## src/i2c_flags_pkg.sv

```systemverilog
// constants and carrier types for the two-wire status flag logic
package i2c_flags_pkg;
   localparam int REG_ADDR_W = 4;
   localparam int DATA_W = 8;
   // register indices (word addresses on the plain port)
   localparam logic [3:0] ADDR_STATUS = 4'h0;
   localparam logic [3:0] ADDR_CONTROL = 4'h1;
   localparam logic [3:0] ADDR_OWN_ADDR = 4'h2;
   localparam logic [3:0] ADDR_ROLE = 4'h3;
   localparam logic [3:0] ADDR_SHIFT_OUT = 4'h4;
   // status fields
   localparam int ST_MASTER_BIT = 7;
   localparam int ST_ARB_LOST_BIT = 6;
   localparam int ST_ADDR_MATCH_BIT = 4;
   localparam int ST_TX_DIR_BIT = 3;
   localparam int ST_ACK_SEEN_BIT = 2;
   // control fields
   localparam int CTL_ENABLE_BIT = 7;
   localparam int CTL_EXIT_BIT = 6;
   localparam int CTL_WAIT_REL_BIT = 5;
   // role register fields
   localparam int ROLE_MASTER_BIT = 0;
   localparam int ROLE_START_GEN_BIT = 1;
   localparam int ROLE_ARB_LOST_BIT = 2;
   localparam logic [7:0] STATUS_RESET = 8'h00;
   localparam logic [7:0] CONTROL_RESET = 8'h00;
   localparam logic [7:0] OWN_ADDR_RESET = 8'h00;
   localparam logic [3:0] BIT_COUNT_RESET = 4'h0;
   localparam logic [3:0] CLK_FIRST = 4'h1;
   localparam logic [3:0] CLK_EIGHTH = 4'h8;
   localparam logic [3:0] CLK_NINTH = 4'h9;

   typedef struct packed {
      logic [3:0] addr;
      logic [7:0] wdata;
      logic wr;
      logic rd;
   } reg_req_t;

   typedef struct packed {
      logic startDet;
      logic stopDet;
   } bus_cond_t;
endpackage

```

## src/sync2.sv

```systemverilog
// two-flop synchroniser for an asynchronous level
`timescale 1ns/1ps
module sync2 (
   // clock and reset
   input wire logic clock,
   input wire logic rst_n,
   // level
   input wire logic din,
   output logic dout
);
   logic meta_q;

   always_ff @(posedge clock or negedge rst_n) begin
      if (!rst_n) begin
         meta_q <= 1'b1;
         dout <= 1'b1;
      end else begin
         meta_q <= din;
         dout <= meta_q;
      end
   end
endmodule // sync2

```

## src/i2c_status_flag_logic.sv

```systemverilog
// status flags of the two-wire serial unit: address match, direction, ack seen, arbitration loss
// Operation
// - the arbitration-loss flag also clears when a single-bit read touches any other status bit.
// - address match is set at the eighth clock rise when the received address equals the own address.
// - address match clears on start, stop, exit write, enable falling, and reset.
// - with the direction flag at 0 the data pin is released.
// - with the direction flag at 1 the shift-out latch drives the data pin from the first ninth clock fall.
// - direction clears on stop, exit, enable falling, wait release, arbitration loss rising, and reset.
// - as master, direction sets on start generation and when 0 goes out as the first byte lsb.
// - as master, direction clears when 1 goes out as the first byte lsb.
// - as slave, direction sets when the first received byte lsb is 1.
// - as slave, direction clears on start detection and when the first byte lsb received is 0.
// - a wait release at the ninth clock with direction at 1 clears direction and floats the data pin.
// - ack seen sets when data is low at the ninth clock rise.
// - ack seen clears on stop, the next byte first clock rise, exit, enable falling, and reset.
// - exit sits at control bit 6 and enable at control bit 7.
// - status is eight bits: arbitration loss 6, address match 4, direction 3, ack 2.
// - arbitration loss sets on a lost arbitration and clears the master flag at once.
//
// The strobed register port and the register addresses were decided locally.
`timescale 1ns/1ps
module i2c_status_flag_logic (
   // clock and reset
   input wire logic clock,
   input wire logic rst_n,
   // register port
   input wire logic [3:0] regAddr,
   input wire logic [7:0] regWdata,
   input wire logic regWr,
   input wire logic regRd,
   input wire logic regBitRd,
   input wire logic [2:0] regBitSel,
   output logic [7:0] regRdata,
   // start/stop detect from the neighbouring unit
   input wire logic startDet,
   input wire logic stopDet,
   // two-wire pins
   input wire logic serialClockIn,
   input wire logic serialDataIn,
   output logic serialDataOut,
   output logic serialDataOe
);
   i2c_flags_pkg::reg_req_t req;
   i2c_flags_pkg::bus_cond_t cond;
   logic sclSync, sdaSync, sclPrev_q;
   logic sclRise, sclFall;
   logic [3:0] clkCount_q;
   logic firstByte_q;
   logic [7:0] rxShift_q;
   logic [7:0] ctl_q, ownAddr_q, shiftOut_q;
   logic masterRole_q, master_q, arbLost_q, addrMatch_q, txDir_q, ackSeen_q;
   logic driveEn_q;
   logic enFall, exitWr, waitRelWr, arbLoseEv, startGenEv, arbLostClr;
   logic [7:0] statusVal;

   assign req = '{addr: regAddr, wdata: regWdata, wr: regWr, rd: regRd};
   assign cond = '{startDet: startDet, stopDet: stopDet};

   ////////////////////////////////////////////////////////////////////////
   sync2 uSclSync (
      .clock(clock),
      .rst_n(rst_n),
      .din(serialClockIn),
      .dout(sclSync)
   );
   sync2 uSdaSync (
      .clock(clock),
      .rst_n(rst_n),
      .din(serialDataIn),
      .dout(sdaSync)
   );

   always_ff @(posedge clock or negedge rst_n) begin
      if (!rst_n) begin
         sclPrev_q <= 1'b1;
      end else begin
         sclPrev_q <= sclSync;
      end
   end

   assign sclRise = sclSync & ~sclPrev_q;
   assign sclFall = ~sclSync & sclPrev_q;

   ////////////////////////////////////////////////////////////////////////
   // control events
   wire ctlWr = req.wr && (req.addr == i2c_flags_pkg::ADDR_CONTROL);
   wire roleWr = req.wr && (req.addr == i2c_flags_pkg::ADDR_ROLE);
   assign enFall = ctlWr && ctl_q[i2c_flags_pkg::CTL_ENABLE_BIT]
                   && !req.wdata[i2c_flags_pkg::CTL_ENABLE_BIT];
   assign exitWr = ctlWr && req.wdata[i2c_flags_pkg::CTL_EXIT_BIT];
   assign waitRelWr = ctlWr && req.wdata[i2c_flags_pkg::CTL_WAIT_REL_BIT];
   assign startGenEv = roleWr && req.wdata[i2c_flags_pkg::ROLE_START_GEN_BIT];
   assign arbLoseEv = roleWr && req.wdata[i2c_flags_pkg::ROLE_ARB_LOST_BIT];

   // exit and wait release are self-clearing strobes; enable and the rest hold
   always_ff @(posedge clock or negedge rst_n) begin
      if (!rst_n) begin
         ctl_q <= i2c_flags_pkg::CONTROL_RESET;
      end else if (ctlWr) begin
         ctl_q <= {req.wdata[7], 2'b00, req.wdata[4:0]};
      end
   end

   always_ff @(posedge clock or negedge rst_n) begin
      if (!rst_n) begin
         ownAddr_q <= i2c_flags_pkg::OWN_ADDR_RESET;
         shiftOut_q <= 8'hFF;
         masterRole_q <= 1'b0;
      end else begin
         if (req.wr && req.addr == i2c_flags_pkg::ADDR_OWN_ADDR) begin
            ownAddr_q <= req.wdata;
         end
         if (req.wr && req.addr == i2c_flags_pkg::ADDR_SHIFT_OUT) begin
            shiftOut_q <= req.wdata;
         end
         if (roleWr) begin
            masterRole_q <= req.wdata[i2c_flags_pkg::ROLE_MASTER_BIT];
         end
      end
   end

   ////////////////////////////////////////////////////////////////////////
   // serial clock counting per byte
   always_ff @(posedge clock or negedge rst_n) begin
      if (!rst_n) begin
         clkCount_q <= i2c_flags_pkg::BIT_COUNT_RESET;
         firstByte_q <= 1'b0;
         rxShift_q <= 8'h00;
      end else if (cond.startDet || cond.stopDet) begin
         clkCount_q <= i2c_flags_pkg::BIT_COUNT_RESET;
         firstByte_q <= cond.startDet;
         rxShift_q <= 8'h00;
      end else if (sclRise) begin
         rxShift_q <= {rxShift_q[6:0], sdaSync};
         if (clkCount_q == i2c_flags_pkg::CLK_NINTH) begin
            clkCount_q <= i2c_flags_pkg::CLK_FIRST;
            firstByte_q <= 1'b0;
         end else begin
            clkCount_q <= clkCount_q + 4'h1;
         end
      end
   end

   wire rise8 = sclRise && (clkCount_q == 4'h7) && !cond.startDet && !cond.stopDet;
   wire rise9 = sclRise && (clkCount_q == i2c_flags_pkg::CLK_EIGHTH) && !cond.startDet && !cond.stopDet;
   wire riseFirst = sclRise && (clkCount_q == i2c_flags_pkg::CLK_NINTH);
   wire fall9 = sclFall && (clkCount_q == i2c_flags_pkg::CLK_NINTH);
   wire [7:0] addrByte = {rxShift_q[6:0], sdaSync};
   wire dirBit = sdaSync;

   ////////////////////////////////////////////////////////////////////////
   // master flag and arbitration loss
   assign arbLostClr = (req.rd && req.addr == i2c_flags_pkg::ADDR_STATUS)
                       || (regBitRd && req.addr == i2c_flags_pkg::ADDR_STATUS);

   always_ff @(posedge clock or negedge rst_n) begin
      if (!rst_n) begin
         arbLost_q <= 1'b0;
      end else if (arbLoseEv) begin
         arbLost_q <= 1'b1;
      end else if (arbLostClr || enFall) begin
         arbLost_q <= 1'b0;
      end
   end

   always_ff @(posedge clock or negedge rst_n) begin
      if (!rst_n) begin
         master_q <= 1'b0;
      end else if (arbLoseEv || cond.stopDet || exitWr || enFall) begin
         master_q <= 1'b0;
      end else if (startGenEv) begin
         master_q <= 1'b1;
      end
   end

   ////////////////////////////////////////////////////////////////////////
   // address match
   always_ff @(posedge clock or negedge rst_n) begin
      if (!rst_n) begin
         addrMatch_q <= 1'b0;
      end else if (rise8 && firstByte_q && addrByte[7:1] == ownAddr_q[7:1]) begin
         addrMatch_q <= 1'b1;
      end else if (cond.startDet || cond.stopDet || exitWr || enFall) begin
         addrMatch_q <= 1'b0;
      end
   end

   ////////////////////////////////////////////////////////////////////////
   // direction flag
   always_ff @(posedge clock or negedge rst_n) begin
      if (!rst_n) begin
         txDir_q <= 1'b0;
      end else if (cond.stopDet || exitWr || enFall || arbLoseEv) begin
         txDir_q <= 1'b0;
      end else if (waitRelWr && txDir_q) begin
         txDir_q <= 1'b0;
      end else if (startGenEv) begin
         // generating a start makes us master, even when the role bit lands in the same write
         txDir_q <= 1'b1;
      end else if (!masterRole_q && cond.startDet) begin
         txDir_q <= 1'b0;
      end else if (rise8 && firstByte_q) begin
         // master sends 0 to write (transmit); slave sees 1 to be read from (transmit)
         txDir_q <= masterRole_q ? !dirBit : dirBit;
      end
   end

   ////////////////////////////////////////////////////////////////////////
   // ack seen
   always_ff @(posedge clock or negedge rst_n) begin
      if (!rst_n) begin
         ackSeen_q <= 1'b0;
      end else if (rise9 && !sdaSync) begin
         ackSeen_q <= 1'b1;
      end else if (cond.stopDet || riseFirst || exitWr || enFall) begin
         ackSeen_q <= 1'b0;
      end
   end

   ////////////////////////////////////////////////////////////////////////
   // data pin drive: armed at the ninth clock fall, dropped with direction
   always_ff @(posedge clock or negedge rst_n) begin
      if (!rst_n) begin
         driveEn_q <= 1'b0;
      end else if (!txDir_q || (waitRelWr && txDir_q)) begin
         driveEn_q <= 1'b0;
      end else if (fall9) begin
         driveEn_q <= 1'b1;
      end
   end

   always_ff @(posedge clock or negedge rst_n) begin
      if (!rst_n) begin
         serialDataOut <= 1'b1;
         serialDataOe <= 1'b0;
      end else begin
         serialDataOut <= shiftOut_q[7];
         serialDataOe <= driveEn_q && txDir_q && !shiftOut_q[7];
      end
   end

   ////////////////////////////////////////////////////////////////////////
   // read back; status register ignores writes
   always_comb begin
      statusVal = i2c_flags_pkg::STATUS_RESET;
      statusVal[i2c_flags_pkg::ST_MASTER_BIT] = master_q;
      statusVal[i2c_flags_pkg::ST_ARB_LOST_BIT] = arbLost_q;
      statusVal[i2c_flags_pkg::ST_ADDR_MATCH_BIT] = addrMatch_q;
      statusVal[i2c_flags_pkg::ST_TX_DIR_BIT] = txDir_q;
      statusVal[i2c_flags_pkg::ST_ACK_SEEN_BIT] = ackSeen_q;
   end

   always_ff @(posedge clock or negedge rst_n) begin
      if (!rst_n) begin
         regRdata <= 8'h00;
      end else if (regBitRd && req.addr == i2c_flags_pkg::ADDR_STATUS) begin
         regRdata <= {7'h00, statusVal[regBitSel]};
      end else if (req.rd) begin
         unique case (req.addr)
            i2c_flags_pkg::ADDR_STATUS: regRdata <= statusVal;
            i2c_flags_pkg::ADDR_CONTROL: regRdata <= ctl_q;
            i2c_flags_pkg::ADDR_OWN_ADDR: regRdata <= ownAddr_q;
            i2c_flags_pkg::ADDR_ROLE: regRdata <= {7'h00, masterRole_q};
            i2c_flags_pkg::ADDR_SHIFT_OUT: regRdata <= shiftOut_q;
            default: regRdata <= 8'h00;
         endcase
      end else begin
         regRdata <= 8'h00;
      end
   end
endmodule // i2c_status_flag_logic

```

## config.mk

```make
export PLATFORM = sky130hd
export DESIGN_NAME = i2c_status_flag_logic
export DESIGN_NICKNAME = d
export VERILOG_FILES = /design/src/i2c_flags_pkg.sv /design/src/sync2.sv /design/src/i2c_status_flag_logic.sv
export SDC_FILE = /design/constraint.sdc
export NUM_CORES = 1
export LEC_CHECK = 0
export BUFFER_PORTS_ARGS = -buffer_cell sky130_fd_sc_hd__buf_2
export CORE_ASPECT_RATIO = 1.5
export CORE_MARGIN = 2
export CORE_UTILIZATION = 40
export CTS_BUF_LIST = sky130_fd_sc_hd__clkbuf_4
export CTS_CLUSTER_DIAMETER = 150
export DETAILED_ROUTE_END_ITERATION = 12
export MAX_ROUTING_LAYER = met4
export PLACE_DENSITY = 0.61
export RECOVER_POWER = 50
export SKIP_LAST_GASP = 1
export SYNTH_ARGS = -nofsm -noshare
export SYNTH_HDL_FRONTEND = slang
export SYNTH_SLANG_ARGS = --single-unit
```

## constraint.sdc

```tcl
create_clock -name clock -period 2.15 [get_ports clock]
set_input_delay 0.215 -clock clock [delete_from_list [all_inputs] [get_ports clock]]
set_output_delay 0.215 -clock clock [all_outputs]
set_load 0.01 [all_outputs]
```

# Yosys cells after proc, flatten, opt, wreduce, memory -nomap -nowiden

Cells that the tools add are included.

Register bits: 56
Memory bits (writable): 0
Output and inout port bits: 10
Bits in latches: 0
Memories kept: 0
Bits in read-only memories: 0
Word-level logic and storage cells: 123

Muxes and demuxes: 29
Shift-type cells: 0
Magnitude comparators: 1
Equality and inequality tests: 8
Bitwise operators: 4
Add/sub/neg operators: 1
Reductions and logical operators: 59
$mul: 0
Divide/modulo/power cells: 0

Operator list:

| operator            | count |
|---|---|
| $pmux 8 s5          | 1 |
| $logic_and 1x1->1   | 27 |
| $mux 1              | 20 |
| $mux 8              | 2 |
| $logic_or 1x1->1    | 15 |
| $mux 7              | 2 |
| $reduce_bool 2->1   | 7 |
| $mux 4              | 3 |
| $eq 4x2->1 const B  | 2 |
| $eq 4x3->1 const B  | 2 |
| $eq 4x4->1 const B  | 2 |
| $eq 7x7->1          | 1 |
| $logic_not 1->1     | 7 |
| $reduce_bool 5->1   | 1 |
| $add 4x1->4 const B | 1 |
| $eq 4x1->1 const B  | 1 |
| $logic_not 4->1     | 1 |
| $lt 3x4->1 const B  | 1 |
| $bmux 1 s3          | 1 |
| $and 1x1->1         | 2 |
| $not 1->1           | 2 |
| $reduce_and 2->1    | 1 |

# Longest topological paths before layout

Word-level depth: 11
Depth in mapped cells: 7
Depth with buffers taken out: 6

# Modules after synthesis

A second synthesis with hierarchy kept.

Cells, all modules: 219
Area total of the unflattened synthesis: 2572.5 sq um

By module, submodules not included:

| module                | times used | seq. area each (sq um) | cells each | area an instance (sq um) |
|---|---|---|---|---|
| i2c_status_flag_logic | 1          | 1313.8                 | 215        | 2467.4 |
| sync2                 | 2          | 52.6                   | 2          | 52.6 |

# Worst setup path before layout

No wires, ideal clock.

Kind: reg2reg
Start point: register uSclSync.dout
End point: register txDir_q
Clock period less this slack: 1.854 ns
Slack: 0.296 ns
Path buffers: 1
Arrival time: 1.720 ns
Stages on the path, launching flop included: 6
Cell sequence: dfstp_2 > or4b_1 > buf_2 > or4_1 > o2111ai_1 > a221oi_1

Word-level cells in the longest chain between the ends: 6

RTL lines:

| item                               | RTL line                     | text |
|---|---|---|
| from (decl)                        | sync2.sv:9                   | `output logic dout` |
| from (signal assigned)             | sync2.sv:19                  | `dout <= meta_q;` |
| $and 1x1->1                        | i2c_status_flag_logic.sv:81  | `assign sclRise = sclSync & ~sclPrev_q;` |
| $logic_and 1x1->1 (3 in a row)     | i2c_status_flag_logic.sv:144 | `wire rise8 = sclRise && (clkCount_q == 4'h7) && !cond.startDet && !cond.stopDet;` |
| $logic_and 1x1->1                  | i2c_status_flag_logic.sv:202 | `end else if (rise8 && firstByte_q) begin` |
| $reduce_bool 5->1 (no source line) | n/a                          |  |
| to (signal assigned)               | i2c_status_flag_logic.sv:204 | `txDir_q <= masterRole_q ? !dirBit : dirBit;` |
| to (decl)                          | i2c_status_flag_logic.sv:51  | `logic masterRole_q, master_q, arbLost_q, addrMatch_q, txDir_q, ackSeen_q;` |

No other way between the ends.
A chain may end at the register's enable or synchronous reset.

# Worst setup path after layout

Same ends and word-level chain as after synthesis.

==> out/results.ini <==
[clocking]
cts_tree = done
hold_buffers = 3
cts_resized = 0
clock_latency_ns = 0.38
cts_num_sinks = 56
clk_pin_slew_ns = 0.15
cts_buffer_depth = 2
cts_root_buf = clkbuf_4
post-cts-setup-buffer-count = 0
cts_buffers = 5
cts.htree.levels = 2

[sta]
fin_crit_ns = 1.99
fin_crit_sh_pct = 92.7
worst_pin_slew_ns = 1.37
setup_violations = 0
fin_worst_skew_ns = 0.0171
slew_viol_final = 0
finalHoldViolations = 0
timing.hold.ws_ns = 0.0316
tns_ns = 0
grt_setup_unrepaired = no
slew_headroom_pct = 8.55
layout_setup_ws_ns = 0.158
max_freq_mhz = 502

[worst_hold_path]
hold_class = input port to flip-flop

[logic_synthesis]
synth_largest_area_cell = dfrtp_1
yosys.cell_types.count = 46
ys_seq_elements = 56
yosys-top-cells-count = 42 x dfrtp_1, 26 x nand2_1, 23 x mux2_2
yosysWarnings = 0
ys_seq_area_share_pct = 55.2
synth_area_um2 = 2570
ys_async_sr_fraction_pct = 100
synth_nets = 246
yosysMostFrequentCell = dfrtp_1
synthCells = 219
ys_top_cells_by_area = dfrtp_1 41%, dfstp_2 14%, mux2_2 10%, nand2_1 3.8%, a22o_1 2.7%
yosysTopAreaCellShare_pct = 40.9
avgSynthCellArea_um2 = 11.7
yosys_most_used_dff = dfrtp_1
synth_edf_count = 0

[run]
max_cap_viol_count = 0

[global_route]
grt_first_pass_wirelength_mm = 9.52
grt_max_degree = 57
grt_usage_pct = 17.6
grt_pass1_vias = 1884
overflow = 0
antenna_found_initial = 0

[place]
dp_hpwl_mm = 4.10
place_ws_ns = 0.194
place.gp.congestion = 0.776
placed_area_um2 = 2830
portBuffers = 33

[critical_path]
critPathBufInv = 0
worstPathMaxFanout = 7
path_class = flip-flop to flip-flop
critPathRequiredTime_ns = 2.41
crit_slowest_cell = dfstp_1
cp.arrival_ns = 2.25
worstSetupEndpointType = flip-flop
cp-start-kind = flip-flop
cp_cell_sequence = or4b_1 -> or4_1 -> o2111ai_1 -> a221oi_1
crit_family = simple AND/OR/NAND/NOR gates
slowest_delay_ns = 0.60

[cells_and_area]
area_growth_pct = 12.9
fill_cells = 590
num_antenna_cells = 0
fin_area_um2 = 2910
final_util_pct = 47.1
drive_gt1_share_pct = 32.8
finalNetCount = 285

[detailed_routing]
dr.pass1.iters = 4
num_vias = 1852
wl_per_cell_um = 16.7
drc = 0
vias_per_cell = 5.56
drt_iter0_drc = 190
routed_wl_mm = 5.57
drtAntennaViolNets = 0

[die]
row_count = 35
die_h_um = 102
dieWidth_um = 69.5
core-area_um2 = 6170
ios = 34
initial_utilization_pct = 41.7
design.die.area_um2 = 7100

[power]
peakVddDrop_mv = 0.260
cellPowerDensity_nw_per_um2 = 696
p_leak_nw = 1.30

[run_status]
status = finished, final reports clean

==> worst paths after layout <==
path | start | to | slack (ns) | cells after the start
setup / recovery | uSclSync.dout | txDir_q | 0.16 | 4
hold / removal | stopDet | clkCount_q[2] | 0.03 | 2
setup reg to reg | uSclSync.dout | txDir_q | 0.16 | 4
hold reg to reg | uSdaSync.meta_q | uSdaSync.dout | 0.37 | 0
max in group asynchronous | rst_n | clkCount_q[0] | 0.58 | 3
min in group asynchronous | rst_n | ctl_q[0] | 0.74 | 3
==> flip-flops by register name, indices dropped and copies added, names as in the netlist <==
name	flops
serialDataOut	1
addrMatch_q	1
ctl_q	6
firstByte_q	1
arbLost_q	1
shiftOut_q	8
uSclSync.dout	1
clkCount_q	4
ownAddr_q	8
rxShift_q	7
uSdaSync.meta_q	1
txDir_q	1
driveEn_q	1
serialDataOe	1
masterRole_q	1
sclPrev_q	1
master_q	1
uSdaSync.dout	1
regRdata	8
ackSeen_q	1
uSclSync.meta_q	1
==> through the flow <==
| step | power, W | instances |
|---|---|---|
| after floorplan | 0.00147 | 219 |
| after global placement | 0.00159 | 322 |
| after detailed placement | 0.00160 | 322 |
| after CTS | 0.00205 | 333 |
| after global routing | 0.00213 | 333 |
| final | 0.00202 | 333 |
==> layout make-up <==
class / count / area, um^2 / share of cell area (%)
clock buffers: 5 / 37.5 / 1.29
clock inverters: 3 / 13.8 / 0.474
inverters: 6 / 22.5 / 0.775
multi-input cells: 148 / 1090 / 37.5
flip-flops and latches: 56 / 1420 / 48.8
well taps: 74 / 92.6 / 3.19
repair buffers: 41 / 230 / 7.92
==> report_power, final <==
part	switching, W	internal [W]	total [W]	leakage (nW)
clock	0.000324	0.000121	0.000445	0.0324
sequential	0.0000916	0.00120	0.00129	0.704
combinational	0.000133	0.000151	0.000285	0.561
total	0.000549	0.00147	0.00202	1.30
==> layout by cell type (no fill, tap or decap), types with 5 or more instances in the layout <==
| cell | instances |
|---|---|
| inv_1 | 6 |
| mux2_2 | 23 |
| a22oi_1 | 6 |
| a22o_1 | 8 |
| nand2_1 | 26 |
| dfrtp_1 | 42 |
| clkbuf_4 | 5 |
| a21oi_1 | 9 |
| o21ai_0 | 9 |
| dfstp_2 | 12 |
| buf_2 | 33 |
==> cells by family (layout without fill, tap and decap cells) <==
logic type | count (synthesis) | count (layout) | share of synthesized area (%)
fa+ha+maj | 3 | 3 | 1.46
mux | 24 | 24 | 10.9
compound gates | 44 | 44 | 11.8
flops | 56 | 56 | 55.2
simple gates | 70 | 70 | 16.0
buf+inv | 15 | 55 | 2.29
xor+xnor | 7 | 7 | 2.38
==> layer usage <==
layer	GRT usage, %	routed length [um]	vias to the layer above
met1	20.7	2330	922
li1	-	-	883
met3	2.86	183	9
met4	6.49	129	0
met2	30.5	2930	38
met5	-	0	-
Note: power is estimated with default switching activity, not from simulation.
